===== src/hw/dbt_pkg.sv =====
// package: register map, field layout and bus carriers of the dual byte timer
`default_nettype none

package dbt_pkg;

    // ************************************************************
    // register map (offsets are word indices, byte address is four times)
    // ************************************************************
    localparam int unsigned ADDR_W = 17;
    localparam int unsigned IDX_W  = 15;
    localparam logic [IDX_W-1:0] IDX_LOW_MATCH  = 15'h7f10;
    localparam logic [IDX_W-1:0] IDX_HIGH_MATCH = 15'h7f11;
    localparam logic [IDX_W-1:0] IDX_CONTROL    = 15'h7f12;
    localparam logic [IDX_W-1:0] IDX_PRESCALE   = 15'h7f13;
    localparam logic [IDX_W-1:0] IDX_IRQ_STATUS = 15'h7f14;
    localparam logic [IDX_W-1:0] IDX_IRQ_MASK   = 15'h7f15;

    // ************************************************************
    // reset values
    // ************************************************************
    localparam logic [7:0] RST_BYTE = 8'h00;
    localparam logic [4:0] RST_PRE  = 5'h00;
    localparam logic [1:0] RST_EVT  = 2'h0;

    // ************************************************************
    // timer_control fields
    // ************************************************************
    localparam int unsigned CTL_SOFT_STATE = 7;
    localparam int unsigned CTL_SOFT_FLAG  = 6;
    localparam int unsigned CTL_SOFT_EN    = 5;
    localparam int unsigned CTL_COUNT_CLOCK_SELECT_HI   = 4;
    localparam int unsigned CTL_COUNT_CLOCK_SELECT_LO   = 3;
    localparam int unsigned CTL_RUN        = 2;
    localparam int unsigned CTL_FLAG       = 1;
    localparam int unsigned CTL_EN         = 0;

    // ************************************************************
    // prescale_mode_control fields
    // ************************************************************
    localparam int unsigned PMC_MODE_HI = 7;
    localparam int unsigned PMC_MODE_LO = 5;
    localparam int unsigned PMC_PRE_HI  = 4;
    localparam int unsigned PMC_PRE_LO  = 0;

    // ************************************************************
    // event status bits, clock sources, counter limits
    // ************************************************************
    localparam int unsigned EVT_LOW  = 0;
    localparam int unsigned EVT_HIGH = 1;
    localparam logic [1:0] COUNT_CLOCK_SELECT_SYS  = 2'h0;
    localparam logic [1:0] COUNT_CLOCK_SELECT_RC   = 2'h1;
    localparam logic [1:0] COUNT_CLOCK_SELECT_OSCA = 2'h2;
    localparam logic [1:0] COUNT_CLOCK_SELECT_OSCB = 2'h3;
    localparam int unsigned NUM_SRC   = 3;
    localparam logic [7:0] CNT_TOP    = 8'hff;
    localparam logic [7:0] CNT_ZERO   = 8'h00;

    typedef struct packed {
        logic              psel;
        logic              penable;
        logic              pwrite;
        logic [ADDR_W-1:0] paddr;
        logic [31:0]       pwdata;
    } dbt_apb_req_s;

    typedef struct packed {
        logic [31:0] prdata;
        logic        pready;
        logic        pslverr;
    } dbt_apb_rsp_s;

endpackage : dbt_pkg

`default_nettype wire


===== src/hw/dbt_edge_sync.sv =====
// module: three-stage synchroniser with agreement filter and rising-edge pulse
`default_nettype none

module dbt_edge_sync (
    input  wire logic ref_clk_in,
    input  wire logic rst_n_in,
    input  wire logic src_in,
    output logic      rise_out
);
    logic s1_ff, s2_ff, s3_ff, lvl_ff, rise_ff;
    logic nxt_lvl, nxt_rise;

    // a level is accepted only once stages two and three agree
    always_comb begin
        nxt_lvl  = (s2_ff == s3_ff) ? s3_ff : lvl_ff;
        nxt_rise = nxt_lvl & ~lvl_ff;
    end

    always_ff @(posedge ref_clk_in or negedge rst_n_in) begin
        if (!rst_n_in) begin
            s1_ff   <= 1'b0;
            s2_ff   <= 1'b0;
            s3_ff   <= 1'b0;
            lvl_ff  <= 1'b0;
            rise_ff <= 1'b0;
        end else begin
            s1_ff   <= src_in;
            s2_ff   <= s1_ff;
            s3_ff   <= s2_ff;
            lvl_ff  <= nxt_lvl;
            rise_ff <= nxt_rise;
        end
    end

    assign rise_out = rise_ff;

endmodule : dbt_edge_sync

`default_nettype wire


===== src/hw/dbt_timer.sv =====
// module: dual byte timer with prescaler, two waveform outputs and apb registers
//
// Chosen here: register access over APB.
`default_nettype none

// Overview of operation
// - mode 0 chains both counters into one 16-bit timer behind prescaler
// - low counter clock selectable: system, rc, two sub oscillators
// - mode 0 holds both waveform outputs at zero
// - 8-bit low timer period is match plus one prescaled ticks
// - modes 1, 3, 7 toggle low wave once per low period
// - modes 1, 4, 6 high counter is system clock pwm, 256 cycles
// - modes 2, 6 low counter is prescaled pwm of 256 ticks
// - modes 4, 5 low counter plain timer, low wave zero
// - modes 5, 7 high counter match counter, high wave toggles
// - timer flag set each low period, request when enabled
// - software flag and enable pair also raise the request
// - control layout: state, soft flag, soft enable, clock, run, flag, enable
// - clock select 00 system, 01 rc, 10 osc a, 11 osc b
// - run clear stops and clears counters and prescaler; match clears counter outside pwm modes
// - match buffers follow register when stopped, reload at counter zero
// - prescaler emits match and restarts when count equals prescale field
module dbt_timer (
    input  wire logic                  ref_clk_in,
    input  wire logic                  rst_n_in,
    input  wire dbt_pkg::dbt_apb_req_s apb_req_in,
    output dbt_pkg::dbt_apb_rsp_s      apb_rsp_out,
    input  wire logic                  rc_osc_in,
    input  wire logic                  sub_oscillator_a_in,
    input  wire logic                  sub_oscillator_b_in,
    output logic                       low_wave_out,
    output logic                       high_wave_out,
    output logic                       irq_out
);
    import dbt_pkg::*;

    // ************************************************************
    // mode decoding
    // ************************************************************
    function automatic logic lo_is_pwm(input logic [2:0] m);
        lo_is_pwm = (m == 3'h2) || (m == 3'h6);
    endfunction : lo_is_pwm

    function automatic logic lo_toggles(input logic [2:0] m);
        lo_toggles = (m == 3'h1) || (m == 3'h3) || (m == 3'h7);
    endfunction : lo_toggles

    function automatic logic hi_is_pwm(input logic [2:0] m);
        hi_is_pwm = (m == 3'h1) || (m == 3'h4) || (m == 3'h6);
    endfunction : hi_is_pwm

    function automatic logic hi_toggles(input logic [2:0] m);
        hi_toggles = (m == 3'h5) || (m == 3'h7);
    endfunction : hi_toggles

    logic [7:0] low_match_ff, high_match_ff, ctl_ff, pmc_ff;
    logic [1:0] stat_ff, mask_ff;
    logic [31:0] prdata_ff;
    logic [4:0] pre_ff;
    logic [7:0] lo_ff, hi_ff, lbuf_ff, hbuf_ff;
    logic       lwave_ff, hwave_ff;

    logic [7:0] nxt_low_match, nxt_high_match, nxt_ctl, nxt_pmc;
    logic [1:0] nxt_stat, nxt_mask;
    logic [31:0] nxt_prdata;
    logic [4:0] nxt_pre;
    logic [7:0] nxt_lo, nxt_hi, nxt_lbuf, nxt_hbuf;
    logic       nxt_lwave, nxt_hwave;

    logic [NUM_SRC-1:0] src_pins, src_rise;
    logic [2:0] mode;
    logic [4:0] pre_val;
    logic       run, tick, pre_match, lo_hit, lo_ovf, lo_evt;
    logic       hi_run8, hi_ovf, hi_hit, hi_evt, soft_state;
    logic [IDX_W-1:0] idx;
    logic       acc, wr, setup, hit;
    logic [31:0] rd_mux;

    // ************************************************************
    // clock source synchronisers
    // ************************************************************
    assign src_pins = {sub_oscillator_b_in, sub_oscillator_a_in, rc_osc_in};

    genvar gi;
    generate
        for (gi = 0; gi < NUM_SRC; gi++) begin : g_src
            dbt_edge_sync u_sync (
                .ref_clk_in (ref_clk_in),
                .rst_n_in   (rst_n_in),
                .src_in     (src_pins[gi]),
                .rise_out   (src_rise[gi])
            );
        end
    endgenerate

    assign run     = ctl_ff[CTL_RUN];
    assign mode    = pmc_ff[PMC_MODE_HI:PMC_MODE_LO];
    assign pre_val = pmc_ff[PMC_PRE_HI:PMC_PRE_LO];

    // ************************************************************
    // counting datapath
    // ************************************************************
    always_comb begin
        case (ctl_ff[CTL_COUNT_CLOCK_SELECT_HI:CTL_COUNT_CLOCK_SELECT_LO])
            COUNT_CLOCK_SELECT_SYS:  tick = 1'b1;
            COUNT_CLOCK_SELECT_RC:   tick = src_rise[0];
            COUNT_CLOCK_SELECT_OSCA: tick = src_rise[1];
            COUNT_CLOCK_SELECT_OSCB: tick = src_rise[2];
            default:    tick = 1'b0;
        endcase
        pre_match = run & tick & (pre_ff == pre_val);
        lo_ovf    = pre_match & (lo_ff == CNT_TOP);
        if (mode == 3'h0) begin
            lo_hit = pre_match & ({hi_ff, lo_ff} == {hbuf_ff, lbuf_ff});
        end else begin
            lo_hit = pre_match & (lo_ff == lbuf_ff);
        end
        lo_evt  = lo_is_pwm(mode) ? lo_ovf : lo_hit;
        hi_run8 = run & (hi_is_pwm(mode) | hi_toggles(mode));
        hi_ovf  = hi_run8 & (hi_ff == CNT_TOP);
        hi_hit  = hi_run8 & (hi_ff == hbuf_ff);
        hi_evt  = hi_is_pwm(mode) ? hi_ovf : hi_hit;

        nxt_pre = !run ? RST_PRE : (pre_match ? RST_PRE : (tick ? pre_ff + 5'h01 : pre_ff));

        // low pwm runs free over 256 ticks
        nxt_lo = lo_ff;
        if (!run) begin
            nxt_lo = CNT_ZERO;
        end else if (pre_match) begin
            if (lo_hit && !lo_is_pwm(mode)) begin
                nxt_lo = CNT_ZERO;
            end else begin
                nxt_lo = lo_ff + 8'h01;
            end
        end

        // high byte counts low overflow in mode 0
        // high counter stopped in modes 2 and 3
        // high match counter on system clock
        nxt_hi = hi_ff;
        if (!run || mode == 3'h2 || mode == 3'h3) begin
            nxt_hi = CNT_ZERO;
        end else if (mode == 3'h0) begin
            if (lo_hit) begin
                nxt_hi = CNT_ZERO;
            end else if (lo_ovf) begin
                nxt_hi = hi_ff + 8'h01;
            end
        end else if (hi_toggles(mode) && hi_hit) begin
            nxt_hi = CNT_ZERO;
        end else begin
            nxt_hi = hi_ff + 8'h01;
        end

        // buffers track or reload at zero
        nxt_lbuf = (!run || lo_ff == CNT_ZERO) ? low_match_ff : lbuf_ff;
        nxt_hbuf = (!run || hi_ff == CNT_ZERO) ? high_match_ff : hbuf_ff;

        // modes 4 and 5 low wave idle
        // set on overflow, reset on match; set wins when equal
        nxt_lwave = 1'b0;
        if (run && lo_toggles(mode)) begin
            nxt_lwave = lo_hit ? ~lwave_ff : lwave_ff;
        end else if (run && lo_is_pwm(mode)) begin
            nxt_lwave = lwave_ff;
            if (lo_hit) begin
                nxt_lwave = 1'b0;
            end
            if (lo_ovf) begin
                nxt_lwave = 1'b1;
            end
        end

        nxt_hwave = 1'b0;
        if (run && hi_toggles(mode)) begin
            nxt_hwave = hi_hit ? ~hwave_ff : hwave_ff;
        end else if (run && hi_is_pwm(mode)) begin
            nxt_hwave = hwave_ff;
            if (hi_hit) begin
                nxt_hwave = 1'b0;
            end
            if (hi_ovf) begin
                nxt_hwave = 1'b1;
            end
        end
    end

    // ************************************************************
    // apb slave and registers
    // ************************************************************
    assign idx   = apb_req_in.paddr[ADDR_W-1:2];
    assign acc   = apb_req_in.psel & apb_req_in.penable;
    assign setup = apb_req_in.psel & ~apb_req_in.penable;
    assign wr    = acc & apb_req_in.pwrite;
    assign soft_state = ctl_ff[CTL_SOFT_FLAG] & ctl_ff[CTL_SOFT_EN];

    always_comb begin
        hit    = 1'b1;
        rd_mux = 32'h0000_0000;
        case (idx)
            IDX_LOW_MATCH:  rd_mux[7:0] = low_match_ff;
            IDX_HIGH_MATCH: rd_mux[7:0] = high_match_ff;
            // state bit reads the soft pair product
            IDX_CONTROL:    rd_mux[7:0] = {soft_state, ctl_ff[6:0]};
            IDX_PRESCALE:   rd_mux[7:0] = pmc_ff;
            IDX_IRQ_STATUS: rd_mux[1:0] = stat_ff;
            IDX_IRQ_MASK:   rd_mux[1:0] = mask_ff;
            default:        hit = 1'b0;
        endcase

        // read data is latched in the setup cycle so pready can be fixed high
        nxt_prdata = setup ? rd_mux : prdata_ff;

        nxt_low_match  = (wr && idx == IDX_LOW_MATCH)  ? apb_req_in.pwdata[7:0] : low_match_ff;
        nxt_high_match = (wr && idx == IDX_HIGH_MATCH) ? apb_req_in.pwdata[7:0] : high_match_ff;
        nxt_pmc        = (wr && idx == IDX_PRESCALE)   ? apb_req_in.pwdata[7:0] : pmc_ff;
        nxt_mask       = (wr && idx == IDX_IRQ_MASK)   ? apb_req_in.pwdata[1:0] : mask_ff;

        nxt_ctl = ctl_ff;
        if (wr && idx == IDX_CONTROL) begin
            nxt_ctl = {1'b0, apb_req_in.pwdata[6:0]};
        end
        // hardware set beats a software clear
        // flag stays until software clears it
        nxt_ctl[CTL_FLAG] = nxt_ctl[CTL_FLAG] | lo_evt;

        // only bits already returned to software are cleared, so no event is lost
        nxt_stat = stat_ff;
        if (acc && !apb_req_in.pwrite && idx == IDX_IRQ_STATUS) begin
            nxt_stat = stat_ff & ~prdata_ff[1:0];
        end
        nxt_stat[EVT_LOW]  = nxt_stat[EVT_LOW] | lo_evt;
        nxt_stat[EVT_HIGH] = nxt_stat[EVT_HIGH] | hi_evt;
    end

    always_ff @(posedge ref_clk_in or negedge rst_n_in) begin
        if (!rst_n_in) begin
            low_match_ff  <= RST_BYTE;
            high_match_ff <= RST_BYTE;
            ctl_ff        <= RST_BYTE;
            pmc_ff        <= RST_BYTE;
            stat_ff       <= RST_EVT;
            mask_ff       <= RST_EVT;
            prdata_ff     <= 32'h0000_0000;
            pre_ff        <= RST_PRE;
            lo_ff         <= RST_BYTE;
            hi_ff         <= RST_BYTE;
            lbuf_ff       <= RST_BYTE;
            hbuf_ff       <= RST_BYTE;
            lwave_ff      <= 1'b0;
            hwave_ff      <= 1'b0;
        end else begin
            low_match_ff  <= nxt_low_match;
            high_match_ff <= nxt_high_match;
            ctl_ff        <= nxt_ctl;
            pmc_ff        <= nxt_pmc;
            stat_ff       <= nxt_stat;
            mask_ff       <= nxt_mask;
            prdata_ff     <= nxt_prdata;
            pre_ff        <= nxt_pre;
            lo_ff         <= nxt_lo;
            hi_ff         <= nxt_hi;
            lbuf_ff       <= nxt_lbuf;
            hbuf_ff       <= nxt_hbuf;
            lwave_ff      <= nxt_lwave;
            hwave_ff      <= nxt_hwave;
        end
    end

    assign apb_rsp_out         = '{prdata:  prdata_ff,
                                   pready:  1'b1,
                                   pslverr: acc & ~hit};
    assign low_wave_out        = lwave_ff;
    assign high_wave_out       = hwave_ff;

    // request while any pair is set
    assign irq_out = (ctl_ff[CTL_FLAG] & ctl_ff[CTL_EN]) | soft_state | (|(stat_ff & mask_ff));
endmodule : dbt_timer

`default_nettype wire


===== config.mk =====
export PLATFORM = sky130hd
export DESIGN_NAME = dbt_timer
export DESIGN_NICKNAME = d
export VERILOG_FILES = /design/src/hw/dbt_pkg.sv /design/src/hw/dbt_edge_sync.sv /design/src/hw/dbt_timer.sv
export SDC_FILE = /design/constraint.sdc
export NUM_CORES = 1
export LEC_CHECK = 0
export BUFFER_PORTS_ARGS = -buffer_cell sky130_fd_sc_hd__buf_2
export CAP_MARGIN = 20
export CORE_MARGIN = 2
export CORE_UTILIZATION = 35
export DETAILED_ROUTE_END_ITERATION = 16
export GPL_ROUTABILITY_DRIVEN = 0
export PLACE_DENSITY = 0.64
export SKIP_LAST_GASP = 1
export SLEW_MARGIN = 20
export SYNTH_ARGS = -nofsm -noshare
export SYNTH_HDL_FRONTEND = slang
export SYNTH_SLANG_ARGS = --single-unit

===== constraint.sdc =====
create_clock -name ref_clk_in -period 3.8 [get_ports ref_clk_in]
set_clock_uncertainty 0.1 [all_clocks]
set_input_delay 0.57 -clock ref_clk_in [delete_from_list [all_inputs] [get_ports ref_clk_in]]
set_output_delay 0.57 -clock ref_clk_in [all_outputs]
set_load 0.01 [all_outputs]

==> qor.yml <==
final_layout:
  mostFrequentLayoutCells: "97 x dfrtp_1, 48 x mux2_2, 46 x nand2_1"
  antenna_cells: 0
  layout-drive-gt1-share: 0.2843
  final_common_cell: "dfrtp_1"
  fin_util: 0.3941
  multi_input_area_um2: 2461
  fillers: 1372
  final-seq-area_um2: 2427
  syn2layout_area_growth_pct: 10.80
  fin_nets: 546
logic_synthesis:
  ys.flop_type: "dfrtp_1"
  yosysSeqAreaShare: 0.4732
  yosysWarnings: 0
  synth-edff-count: 0
  async_reset_ff_frac: 1.000
  synthSimpleGateAreaFrac: 0.1420
  synthMuxAreaShare: 0.1554
  synth_area_leaders: "dfrtp_1 47%, mux2_2 11%, buf_4 4.0%, nand2_1 3.4%, mux2i_1 2.1%"
  ys_types: 69
  synth_top_area_share: 0.4732
  synth_top_family_by_area: "multiplexers"
  synth-seq-cells: 97
  synthCells: 449
  synth_xor_area_frac: 0.03927
  synth_fa_ha_area_frac: 0.01805
  postSynthAreaPerCell_um2: 11.43
  synth.largest_area_cell: "dfrtp_1"
  synth_area_um2: 5130
  synth_compound_area_frac: 0.1068
global_routing:
  grt_pass1_vias: 3521
  grt_antenna_before_repair: 0
  grt_first_pass_wirelength_um: 17920
  grt_max_degree: 60
  grt_remaining_overflow: 0
  grt_use_total: 0.1435
timing:
  maxSlewHeadroom: 0.4821
  tns_ps: 0
  clock.fmax_mhz: 375.6
  hold_violations: 0
  period_minus_slack_ps: 2663
  drv_slew: 0
  worst_slew_pin_slew_ps: 776.8
  timing.final.crit_share: 0.7007
  rsz0062_at_grt: "no"
  setup_viol: 0
routing:
  dr.pass1.iters: 4
  via_per_inst: 5.092
  wl_per_cell_um: 15.85
  ant_nets: 0
  postRouteWirelength_um: 10670
  drc: 0
  num_vias: 3427
  first_iter_violations: 171
floorplanning:
  core_area_um2: 14420
  num_rows: 44
  die_area_um2: 15640
  die_h_um: 125.1
  start_util: 0.3557
  io_pins: 94
  fp.dieW_um: 125.1
setup_path:
  cp-start-kind: "register"
  critPathMaxFanout: 11
  arrival_ps: 2810
  path_class: "reg2reg"
  crit_path_end_kind: "register"
  cp.required_ps: 3950
pwr:
  switching_share: 0.2211
  leakagePower_nw: 2.746
  p_switching_w: 0.0004532
  ir_drop_uv: 294.0
  pwr-share-clk: 0.452
  power_frac_seq: 0.511
  p_int_w: 0.001597
  power_density_nw_per_um2: 360.6
  pwr-share-comb: 0.037
clock_tree:
  cts.sinks: 97
  clk_latency_ps: 350
  clk_pin_slew_worst_paths_ps: 70
  clk_path_buf_depth: 2
  post_cts_resized: 0
  cts_made_buffers: 9
  root_buffer: "clkbuf_16"
  htreeDepth: 3
  post_cts_buffers: 0
  holdBufCountCts: 0
  cts_tree: "done"
placement:
  hpwlAfterDp_um: 7888
  portBuffers: 42
status:
  status: "finished clean"
flow_run:
  maxCapViolCount: 0
hold_path:
  min_path_type: "in2async"
[sequential cells by signal, indices dropped and copies added (netlist names)]
signal                 cells
g_src.u_sync.s3_ff         3
pre_ff                     5
low_wave_out               1
high_wave_out              1
high_match_ff              8
pmc_ff                     8
lo_ff                      8
stat_ff                    2
g_src.u_sync.rise_out      3
hi_ff                      8
prdata_ff                  8
mask_ff                    2
g_src.u_sync.lvl_ff        3
ctl_ff                     7
hbuf_ff                    8
g_src.u_sync.s1_ff         3
low_match_ff               8
g_src.u_sync.s2_ff         3
lbuf_ff                    8
[cell families (layout without fill, tap and decap cells)]
kind of cell    after synthesis  count (layout)
mux                          66              66
fa+ha+maj                     8               8
compound gates               69              69
buf+inv                      51              68
other cells                   2              25
xor+xnor                     23              23
flops                        97              97
simple gates                133             133
[area by class of cell]
class,count,area share
multi-input combinational,324,0.4330
sequential,97,0.4270
clock buffer,11,0.04270
timing repair buffer,45,0.04138
tap,184,0.04050
clock inverter,5,0.01079
inverter,7,0.004622
[metal layers]
layer  vias up  share of wire  GRT usage  wire length [µm]
met2        79           0.50     0.2420              5292
met3        19          0.038    0.02567               410
met1      1702           0.44     0.1812              4685
met4         0          0.026    0.06275               282
met5         -              0          0                 0
li1       1627              -          -                 -
[power groups by stage]
stage / clock network [W] / registers [W] / logic (W)
after floorplan: 0 / 0.00107 / 0.0000496
after global placement: 0 / 0.00107 / 0.0000766
after detailed placement: 0 / 0.00107 / 0.0000775
after CTS: 0.000943 / 0.00105 / 0.0000781
after global routing: 0.000993 / 0.00105 / 0.0000861
final: 0.000927 / 0.00105 / 0.0000762
[per-stage QoR]
stage / cell area (µm²) / setup WS, ps / std cells / power, W / hold WS (ps)
4_1_cts: 5684 / 1161 / 673 / 0.002069 / 220.4
3_5_place_dp: 5380 / 880.9 / 657 / 0.001144 / 236.3
5_1_grt: 5684 / 958.5 / 673 / 0.002127 / 216.1
2_1_floorplan: 5216 / 1414 / 472 / 0.001115 / 174.4
3_3_place_gp: 5380 / 927.6 / 657 / 0.001143 / 241.3
6_report: 5684 / 1137 / 673 / 0.002050 / 179.5
[worst max-delay path: stages, from the launching register on]
cell       delay (ps)
dfrtp_1           420
mux2i_1           210
a2111oi_4         630
nand2_4           200
o31ai_4           540
nand2b_1          220
o31ai_1           240
[path summary, 6_finish.rpt]
kind                                  startpoint               endpoint  slack [ps]  depth (start not counted)
hold / removal                          rst_n_in           low_wave_out         180                          1
setup reg to reg                       ctl_ff[4]               hi_ff[6]        1140                          6
max in group asynchronous               rst_n_in          high_wave_out        2590                          2
setup / recovery                       ctl_ff[4]               hi_ff[6]        1140                          6
min in group ref_clk_in      sub_oscillator_a_in  g_src[1].u_sync.s1_ff         230                          1
hold reg to reg            g_src[1].u_sync.s1_ff  g_src[1].u_sync.s2_ff         250                          0
[Yosys cell counts, drive strengths merged (5+ instances only)]
library cell and instances:
nand4 5, a21o 6, o21ai 22, buf 36, mux2 50, mux2i 11, nor2b 6, nor2 15
nand2b 6, clkbuf 8, xnor2 11, or3 6, nor3 7, mux4 5, nand2 47, ha 5
inv 7, xor2 12, nand3 15, a21oi 7, dfrtp 97, and3 7, a22o 5, nor4 5
Note: power is estimated with default switching activity, not from simulation.
